`src/rtl/fbw_pkg.sv`:
```
// constants, register map and timing for the flash block write sequencer
// How it works
// - writes go in aligned four-word blocks
// - protected segments refuse self-writes, stay readable
// - serial port ignores write protect, obeys code protect
// - block commit writes four words, erases the 16-word row only for the row's first block
// - go accepted only after 55h then AAh
// - commit only when go hits word 11
// - first three words only load buffer, no halt
// - two setup cycles follow every accepted go
// - halt 2 ms programming, 4 ms with erase
// - write permit clear after power-up
// - no writes while power-up timer runs
// - code protection disables test-mode access
// - read-go and write-go set only, hardware clears
// - unlock port reads all zeros
// - calibration select blocks every flash write
package fbw_pkg;
  localparam logic [7:0] OFF_ADDR_LOW = 8'h00;
  localparam logic [7:0] OFF_ADDR_HIGH = 8'h04;
  localparam logic [7:0] OFF_DATA_LOW = 8'h08;
  localparam logic [7:0] OFF_DATA_HIGH = 8'h0C;
  localparam logic [7:0] OFF_CONTROL = 8'h10;
  localparam logic [7:0] OFF_UNLOCK = 8'h14;
  localparam logic [7:0] OFF_STATUS = 8'h18;
  localparam int CTL_CALIB = 6;
  localparam int CTL_PERMIT = 2;
  localparam int CTL_WR = 1;
  localparam int CTL_RD = 0;
  localparam logic [7:0] UNLOCK_KEY1 = 8'h55;
  localparam logic [7:0] UNLOCK_KEY2 = 8'hAA;
  localparam logic [1:0] LAST_WORD = 2'h3;
  localparam logic [3:0] ERASE_WORD = 4'h3;
  localparam int CLK_KHZ = 125000;
  localparam int SETUP_CYC = 2;
  localparam int HALT_PROG_MS = 2;
  localparam int HALT_ERASE_MS = 4;
  localparam int PWRUP_MS = 72;
  localparam int HALT_PROG_CYC = HALT_PROG_MS * CLK_KHZ;
  localparam int HALT_ERASE_CYC = HALT_ERASE_MS * CLK_KHZ;
  localparam int PWRUP_CYC = PWRUP_MS * CLK_KHZ;
  localparam int CNT_W = 24;
  typedef enum logic [2:0] {
    ST_IDLE = 3'h1,
    ST_SETUP = 3'h2,
    ST_HALT = 3'h4
  } fbw_state_t;
  // protected region is everything below the limit that wp selects; returns whether a is in it
  function automatic logic fbw_wp_hit(input logic [1:0] wp,
                                      input logic [11:0] a);
    logic [12:0] lim;
    lim = 13'h0000;
    unique case (wp)
      2'h3: lim = 13'h0000;
      2'h2: lim = 13'h0100;
      2'h1: lim = 13'h0800;
      2'h0: lim = 13'h1000;
    endcase
    return {1'b0, a} < lim;
  endfunction
endpackage

```
`src/rtl/fbw_flash_block_write_sequencer.sv`:
```
// flash block write sequencer with AHB-Lite register slave
`timescale 1ns/100ps
module fbw_flash_block_write_sequencer #(
  parameter int unsigned PWRUP_CYC = fbw_pkg::PWRUP_CYC,
  parameter int unsigned HALT_PROG_CYC = fbw_pkg::HALT_PROG_CYC,
  parameter int unsigned HALT_ERASE_CYC = fbw_pkg::HALT_ERASE_CYC
) (
  input wire logic clk_i,
  input wire logic rstn_i,
  input wire logic hsel_i,
  input wire logic [31:0] haddr_i,
  input wire logic [1:0] htrans_i,
  input wire logic hwrite_i,
  input wire logic [2:0] hsize_i,
  input wire logic [31:0] hwdata_i,
  input wire logic hready_i,
  output logic [31:0] hrdata_o,
  output logic hreadyout_o,
  output logic hresp_o,
  input wire logic [1:0] write_protect_bits_i,
  input wire logic code_protect_i,
  input wire logic ext_serial_prog_i,
  input wire logic test_mode_req_i,
  input wire logic [13:0] fl_rdata_i,
  output logic fl_rd_o,
  output logic [11:0] fl_addr_o,
  output logic fl_calib_sel_o,
  output logic fl_prog_o,
  output logic fl_erase_o,
  output logic [11:0] fl_blk_addr_o,
  output logic [55:0] fl_wdata_o,
  output logic core_halt_o,
  output logic test_mode_en_o
);
  import fbw_pkg::*;

  ////////////////////////////////////////////////////////////////////////
  // pin synchronisers
  logic [4:0] sync1;
  logic [4:0] sync2;
  always_ff @(posedge clk_i or negedge rstn_i) begin
    if (!rstn_i) begin
      sync1 <= 5'h00;
      sync2 <= 5'h00;
    end else begin
      sync1 <= {test_mode_req_i, ext_serial_prog_i, code_protect_i,
                write_protect_bits_i};
      sync2 <= sync1;
    end
  end
  wire [1:0] wp_s = sync2[1:0];
  wire cp_s = sync2[2];
  wire ext_s = sync2[3];
  wire tmreq_s = sync2[4];

  ////////////////////////////////////////////////////////////////////////
  // AHB-Lite slave: writes zero wait, reads one wait state
  logic ph_wr;
  logic ph_rd;
  logic rd_wait;
  logic [7:0] ph_off;
  wire acc = hsel_i & htrans_i[1] & hready_i;
  always_ff @(posedge clk_i or negedge rstn_i) begin
    if (!rstn_i) begin
      ph_wr <= 1'b0;
      ph_rd <= 1'b0;
      rd_wait <= 1'b0;
      ph_off <= 8'h00;
    end else begin
      ph_wr <= acc & hwrite_i;
      rd_wait <= ph_rd & ~rd_wait;
      if (acc) begin
        ph_off <= haddr_i[7:0];
        ph_rd <= ~hwrite_i;
      end else if (rd_wait) begin
        ph_rd <= 1'b0;
      end
    end
  end
  assign hreadyout_o = ~(ph_rd & ~rd_wait);
  assign hresp_o = 1'b0;

  wire wr_alo = ph_wr && ph_off == OFF_ADDR_LOW;
  wire wr_ahi = ph_wr && ph_off == OFF_ADDR_HIGH;
  wire wr_dlo = ph_wr && ph_off == OFF_DATA_LOW;
  wire wr_dhi = ph_wr && ph_off == OFF_DATA_HIGH;
  wire wr_ctl = ph_wr && ph_off == OFF_CONTROL;
  wire wr_unl = ph_wr && ph_off == OFF_UNLOCK;

  ////////////////////////////////////////////////////////////////////////
  // registers and sequencer state
  logic [7:0] addr_lo;
  logic [3:0] addr_hi;
  logic [7:0] data_lo;
  logic [5:0] data_hi;
  logic calib_sel;
  logic permit;
  logic wr_bit;
  logic rd_bit;
  logic [1:0] rd_cnt;
  logic [1:0] unl_stage;
  logic refused;
  logic pwrup_done;
  logic [CNT_W-1:0] pwr_cnt;
  logic [CNT_W-1:0] cnt;
  fbw_state_t st;
  logic [13:0] wbuf [4];

  wire [11:0] addr = {addr_hi, addr_lo};
  wire [13:0] data = {data_hi, data_lo};
  wire [1:0] idx = addr_lo[1:0];
  wire busy = st != ST_IDLE;
  wire go_req = wr_ctl & hwdata_i[CTL_WR];
  wire go_ok = go_req && unl_stage == 2'h2 && permit && !busy;
  wire rd_req = wr_ctl & hwdata_i[CTL_RD] & ~rd_bit & ~busy;
  // serial port path skips write protect but not code protect
  wire prot_blk = ext_s ? cp_s : fbw_wp_hit(wp_s, addr);
  wire blocked = calib_sel | ~pwrup_done | prot_blk;
  wire setup_end = st == ST_SETUP && cnt == CNT_W'(SETUP_CYC - 1);
  wire commit = setup_end && !blocked && idx == LAST_WORD;
  wire do_erase = addr_lo[3:0] == ERASE_WORD;

  logic [55:0] next_words;
  always_comb begin
    next_words = 56'h0;
    for (int i = 0; i < 4; i++) begin
      next_words[i*14 +: 14] = (idx == 2'(i)) ? data : wbuf[i];
    end
  end

  // unlock pair must be the two bus writes right before the go
  always_ff @(posedge clk_i or negedge rstn_i) begin
    if (!rstn_i) begin
      unl_stage <= 2'h0;
    end else if (ph_wr) begin
      if (wr_unl && hwdata_i[7:0] == UNLOCK_KEY1) begin
        unl_stage <= 2'h1;
      end else if (wr_unl && hwdata_i[7:0] == UNLOCK_KEY2 &&
                   unl_stage == 2'h1) begin
        unl_stage <= 2'h2;
      end else begin
        unl_stage <= 2'h0;
      end
    end
  end

  always_ff @(posedge clk_i or negedge rstn_i) begin
    if (!rstn_i) begin
      pwr_cnt <= '0;
      pwrup_done <= 1'b0;
    end else if (!pwrup_done) begin
      pwr_cnt <= pwr_cnt + 1'b1;
      pwrup_done <= pwr_cnt == CNT_W'(PWRUP_CYC - 1);
    end
  end

  always_ff @(posedge clk_i or negedge rstn_i) begin
    if (!rstn_i) begin
      addr_lo <= 8'h00;
      addr_hi <= 4'h0;
      calib_sel <= 1'b0;
      permit <= 1'b0;
    end else begin
      if (wr_alo) addr_lo <= hwdata_i[7:0];
      if (wr_ahi) addr_hi <= hwdata_i[3:0];
      if (wr_ctl) begin
        calib_sel <= hwdata_i[CTL_CALIB];
        permit <= hwdata_i[CTL_PERMIT];
      end
    end
  end

  // read: flash sampled on the third cycle after the go
  always_ff @(posedge clk_i or negedge rstn_i) begin
    if (!rstn_i) begin
      data_lo <= 8'h00;
      data_hi <= 6'h00;
      rd_bit <= 1'b0;
      rd_cnt <= 2'h0;
      fl_rd_o <= 1'b0;
    end else begin
      fl_rd_o <= rd_cnt == 2'h1;
      if (rd_req) begin
        rd_bit <= 1'b1;
        rd_cnt <= 2'h1;
      end else if (rd_cnt == 2'h3) begin
        rd_bit <= 1'b0;
        rd_cnt <= 2'h0;
        {data_hi, data_lo} <= fl_rdata_i;
      end else if (rd_cnt != 2'h0) begin
        rd_cnt <= rd_cnt + 2'h1;
      end
      if (rd_cnt != 2'h3) begin
        if (wr_dlo) data_lo <= hwdata_i[7:0];
        if (wr_dhi) data_hi <= hwdata_i[5:0];
      end
    end
  end

  always_ff @(posedge clk_i or negedge rstn_i) begin
    if (!rstn_i) begin
      st <= ST_IDLE;
      cnt <= '0;
      wr_bit <= 1'b0;
      refused <= 1'b0;
      fl_prog_o <= 1'b0;
      fl_erase_o <= 1'b0;
      fl_blk_addr_o <= 12'h000;
      fl_wdata_o <= 56'h0;
      for (int i = 0; i < 4; i++) wbuf[i] <= 14'h0000;
    end else begin
      fl_prog_o <= commit;
      fl_erase_o <= commit & do_erase;
      unique case (st)
        ST_IDLE: begin
          if (go_ok) begin
            wr_bit <= 1'b1;
            refused <= 1'b0;
            cnt <= '0;
            st <= ST_SETUP;
          end
        end
        ST_SETUP: begin
          cnt <= cnt + 1'b1;
          if (setup_end) begin
            if (blocked) begin
              refused <= 1'b1;
              wr_bit <= 1'b0;
              st <= ST_IDLE;
            end else if (commit) begin
              wbuf[idx] <= data;
              fl_wdata_o <= next_words;
              fl_blk_addr_o <= {addr[11:2], 2'h0};
              cnt <= do_erase ? CNT_W'(HALT_ERASE_CYC - 1)
                              : CNT_W'(HALT_PROG_CYC - 1);
              st <= ST_HALT;
            end else begin
              wbuf[idx] <= data;
              wr_bit <= 1'b0;
              st <= ST_IDLE;
            end
          end
        end
        ST_HALT: begin
          cnt <= cnt - 1'b1;
          if (cnt == '0) begin
            wr_bit <= 1'b0;
            st <= ST_IDLE;
          end
        end
      endcase
    end
  end

  assign core_halt_o = st == ST_HALT;
  assign fl_addr_o = addr;
  assign fl_calib_sel_o = calib_sel;
  assign test_mode_en_o = tmreq_s & ~cp_s;

  ////////////////////////////////////////////////////////////////////////
  // read mux; unlock port has no storage
  logic [31:0] rd_mux;
  always_comb begin
    rd_mux = 32'h0;
    unique case (ph_off)
      OFF_ADDR_LOW: rd_mux = {24'h0, addr_lo};
      OFF_ADDR_HIGH: rd_mux = {28'h0, addr_hi};
      OFF_DATA_LOW: rd_mux = {24'h0, data_lo};
      OFF_DATA_HIGH: rd_mux = {26'h0, data_hi};
      OFF_CONTROL: rd_mux = {25'h0, calib_sel, 3'h0, permit, wr_bit, rd_bit};
      OFF_STATUS: rd_mux = {29'h0, refused, pwrup_done, busy};
      default: rd_mux = 32'h0;
    endcase
  end
  always_ff @(posedge clk_i or negedge rstn_i) begin
    if (!rstn_i) hrdata_o <= 32'h0;
    else if (ph_rd && !rd_wait) hrdata_o <= rd_mux;
  end
endmodule // fbw_flash_block_write_sequencer

```
`config.mk`:
```
export PLATFORM = sky130hd
export DESIGN_NAME = fbw_flash_block_write_sequencer
export DESIGN_NICKNAME = d
export VERILOG_FILES = /design/src/rtl/fbw_pkg.sv /design/src/rtl/fbw_flash_block_write_sequencer.sv
export SDC_FILE = /design/constraint.sdc
export NUM_CORES = 1
export LEC_CHECK = 0
export BUFFER_PORTS_ARGS = -buffer_cell sky130_fd_sc_hd__buf_2
export CAP_MARGIN = 5
export CORE_MARGIN = 5
export CORE_UTILIZATION = 60
export CTS_BUF_LIST = sky130_fd_sc_hd__clkbuf_16
export CTS_CLUSTER_DIAMETER = 60
export DETAILED_ROUTE_END_ITERATION = 16
export MAX_ROUTING_LAYER = met4
export PLACE_DENSITY = 0.86
export SLEW_MARGIN = 20
export SYNTH_ARGS = -nofsm -noshare
export SYNTH_HDL_FRONTEND = slang
export SYNTH_SLANG_ARGS = --single-unit
```
`constraint.sdc`:
```
create_clock -name clk_i -period 5.95 [get_ports clk_i]
set_clock_uncertainty 0.2 [all_clocks]
set_input_delay 0.2975 -clock clk_i [delete_from_list [all_inputs] [get_ports clk_i]]
set_output_delay 0.2975 -clock clk_i [all_outputs]
set_load 0.01 [all_outputs]
```
==> qor.txt <==
CLOCK TREE
----------------------------------------------------------------------------------
Clock Root Buffer                                                        clkbuf_16
Clock insertion delay at the later pin of the skew report                   530 ps
Cells resized by post-CTS repair                                                 0
TritonCTS clock tree                                                          done
Reg clk slew, reported paths                                                 60 ps
Bufs on Longest Clock Path                                                       3
Sink count of the clock tree                                                   227
TritonCTS Buffers                                                               24
CTS hold repair buffers                                                         43
Setup Fix Bufs, Post-CTS                                                         0
H-tree depth                                                                     1

DIE
----------------------------------------------------------------------------------
Floorplan die width                                                         146 um
Num ports                                                                      213
Effective utilization at floorplan                                           61.2%
Core outline area                                                       18,000 um2
Full die area                                                           21,200 um2
Number of placement rows                                                        49
Overall die height                                                          146 um

SYNTH
----------------------------------------------------------------------------------
Number of storage elements in the synthesis netlist                            227
Number of distinct library cells after synthesis                                68
Sequential element share of the synthesized area                             51.5%
Most used DFF post-synth                                                   dfrtp_1
Number of enable-type register cells in the synthesized netlist                  0
Post-synthesis average cell area                                          10.1 um2
Async SR Flop Fraction                                                        100%
Cell Area, Synth                                                        11,000 um2
Synth warnings                                                                   0
Synth Instances                                                              1,092

TIMING
----------------------------------------------------------------------------------
Fraction of the cycle the final worst path needs                             64.1%
Fmax                                                                     0.262 GHz
Setup repair after global routing missed its margin                          false
Final slew viol count                                                            0
Number of failing setup endpoints in the final timing report                     0
Hold Vio Cnt, Final                                                              0
Worst rel slew slack                                                         34.1%
Pin slew with the least headroom to its limit                               980 ps
Post-layout min period                                                     3810 ps
Sum of negative setup slack                                                   0 ps

ROUTE
----------------------------------------------------------------------------------
Violation count after the first detailed-routing iteration                     943
Post-DR wirelength/cell                                                    20.2 um
Count of antenna-violating nets left after detailed routing                      0
Length of the first detailed-routing pass in iterations                          6
Vias                                                                         9,166
Via-to-Cell Ratio                                                             6.24
Post-detailed-route DRC marker count                                             0
Total wire length after detailed routing                                 29,600 um

GRT
----------------------------------------------------------------------------------
Number of global-route vias before repair                                    9,035
Total overflow reported by the global router                                     0
First-pass GRT wire length                                               47,900 um
Antenna violations before repair                                                 0
Maximum number of pins on one net before global-route repair                   113
Total track usage                                                            28.1%

POWER AND IR DROP
----------------------------------------------------------------------------------
Pwr per Cell Area                                                       291 nW/um2
Standby leakage power                                                      6.27 nW
VDD IR max                                                                0.237 mV
Tot Pwr                                                                    3.72 mW

CRITICAL PATH
----------------------------------------------------------------------------------
Maximum fanout along the worst path                                             14
Largest incremental delay on the critical path                              680 ps
Crit. End Element                                                             flop
Cell family contributing the most delay on the critical path          simple AND/OR/NAND/NOR gates
Number of gates on the worst path with buffers counted                           6
Worst-case register-to-register setup slack                                2140 ps
Required time worst endpoint                                               6160 ps
Slowest stage cell on the critical path                                    nand4_1
Launching point of the worst reg2reg path                                   cnt[3]
R2R cell count                                                                   6
Worst reg2reg endpoint                                                    wbuf[36]
Crit path cell chain                                                  nor3_1 > nand3_1 > or3_1 > nor2_1 > nand4_1 > mux2_2
Number of buffers and inverters on the critical path                             0
Category of the critical setup timing path                              reg -> reg
Arrival time at the worst endpoint                                         4030 ps
CP startpoint kind                                                            flop

LAYOUT
----------------------------------------------------------------------------------
Layout Cell Area excl Fill                                              12,800 um2
Share of final-layout standard cells stronger than drive strength 1          21.1%
# nets final                                                                 1,325
Non-Filler Instances                                                         1,470
Synth-to-Final Area Change                                                   16.0%
Share of the core filled with cells in the final layout                      71.0%
Antenna cells                                                                    0
Filler cell count                                                            1,251

PLACED DESIGN
----------------------------------------------------------------------------------
Placement Cell Area                                                     11,600 um2
GPL Wtd Cong                                                                 0.920
Detailed placement HPWL                                                  18,900 um
Count of placed standard cells including taps                                1,382
# port buffers                                                                 133

MIN PATH
----------------------------------------------------------------------------------
Hold crit path type                                                    in -> async

RUN
----------------------------------------------------------------------------------
Max Cap Violations                                                               0

OUTCOME
----------------------------------------------------------------------------------
Outcome                                                                  completed

[worst max path at each step]
stage	startpoint	end	slack, ps
after floorplan	cnt[14]	fl_wdata_o[44]	3090
after global placement	cnt[3]	wbuf[21]	2220
after detailed placement	cnt[3]	wbuf[36]	2200
after CTS	cnt[3]	wbuf[38]	2160
after global routing	cnt[3]	wbuf[36]	1870
final	cnt[3]	wbuf[36]	2140
[cells by family (layout without fill, tap and decap cells)]
kind of cell	Yosys count	after routing	share of synthesized area [%]
and+or+nand+nor	388	388	16.8
other	1	27	0.0340
AOI/OAI and AO/OA	191	191	10.7
DFF	227	227	51.5
adders and majority gates	9	9	1.02
buffers and inverters	122	245	5.60
xor gates and xnor gates	31	31	2.46
muxes	123	123	11.9
[layout make-up]
class	count	area (um2)	share of cell area (%)
well taps	229	287	2.24
flip-flops and latches	227	5680	44.4
clock inverters	20	134	1.05
inverters	17	63.8	0.499
repair buffers	184	1190	9.27
multi-input cells	769	4850	37.9
clock buffers	24	601	4.69
[where the power goes]
| part | total [mW] | leakage [nW] | internal (mW) | switching [mW] |
|---|---|---|---|---|
| Clock | 1.40 | 0.377 | 0.782 | 0.619 |
| Combinational | 0.442 | 2.92 | 0.225 | 0.217 |
| Sequential | 1.88 | 2.97 | 1.63 | 0.248 |
[cell usage after synthesis, drive strengths merged, types with 5 or more instances]
| library cell | count | share of area (%) |
|---|---|---|
| a21oi | 35 | 1.6 |
| a222oi | 5 | 0.45 |
| a22oi | 8 | 0.54 |
| a31oi | 9 | 0.51 |
| a41oi | 5 | 0.40 |
| and2 | 5 | 0.28 |
| and3 | 6 | 0.34 |
| buf | 39 | 2.7 |
| clkbuf | 66 | 2.4 |
| dfrtp | 226 | 51 |
| ha | 9 | 1.0 |
| inv | 17 | 0.58 |
| mux2 | 66 | 6.7 |
| mux2i | 57 | 5.2 |
| nand2 | 168 | 5.7 |
| nand2b | 8 | 0.45 |
| nand3 | 35 | 1.6 |
| nand4 | 14 | 0.79 |
| nor2 | 62 | 2.1 |
| nor3 | 28 | 1.3 |
| nor4 | 12 | 0.79 |
| o21ai | 87 | 3.9 |
| o221ai | 7 | 0.56 |
| or2 | 5 | 0.28 |
| or3 | 14 | 0.79 |
| xnor2 | 23 | 1.8 |
| xor2 | 8 | 0.64 |
[stage by stage]
step           setup slack, ps  hold slack (ps)
2_1_floorplan             3090             -198
3_5_place_dp              2200              135
4_1_cts                   2160              128
6_report                  2140              148
3_3_place_gp              2220              132
5_1_grt                   1870              164
[placed cells by master, fill, tap and decap left out, types with 5 or more instances in the layout]
| cell | count |
|---|---|
| nand4_1 | 14 |
| nor3_1 | 28 |
| buf_4 | 7 |
| nand3_1 | 35 |
| inv_1 | 20 |
| nand2b_1 | 8 |
| dfrtp_1 | 226 |
| nand2_1 | 168 |
| o21ai_0 | 86 |
| a21oi_1 | 34 |
| xor2_1 | 8 |
| xnor2_1 | 23 |
| a31oi_1 | 9 |
| o221ai_1 | 7 |
| or3_1 | 14 |
| ha_1 | 9 |
| buf_2 | 132 |
| clkinv_2 | 6 |
| a41oi_1 | 5 |
| clkbuf_16 | 24 |
| and2_1 | 5 |
| mux2_2 | 66 |
| clkinv_1 | 7 |
| mux2i_1 | 57 |
| a22oi_1 | 8 |
| nor4_1 | 9 |
| and3_1 | 6 |
| dlygate4sd3_1 | 43 |
| a222oi_1 | 5 |
| conb_1 | 27 |
| nor2_1 | 61 |
[worst register-to-register path: cells and delay by family, from the launching register on]
kind	cells	cell delay [ps]
and+or+nand+nor	5	2460
muxes	1	550
DFF	1	500
[registers in the layout, indices dropped and copies added, names as in the netlist, 2 cells and up]
signal	flops
wbuf	42
hrdata_o	8
addr_hi	4
sync1	5
ph_off	8
fl_blk_addr_o	10
sync2	5
addr_lo	8
data_lo	8
unl_stage	2
pwr_cnt	24
data_hi	6
rd_cnt	2
st	3
fl_wdata_o	56
cnt	24
[per-layer routing]
layer | share of wire, % | track usage (%)
met3 | 9.1 | 5.42
met4 | 3.5 | 9.75
met1 | 40 | 37.0
met5 | 0 | -
met2 | 48 | 44.2
No activity file was read; power rests on OpenSTA's default activity.
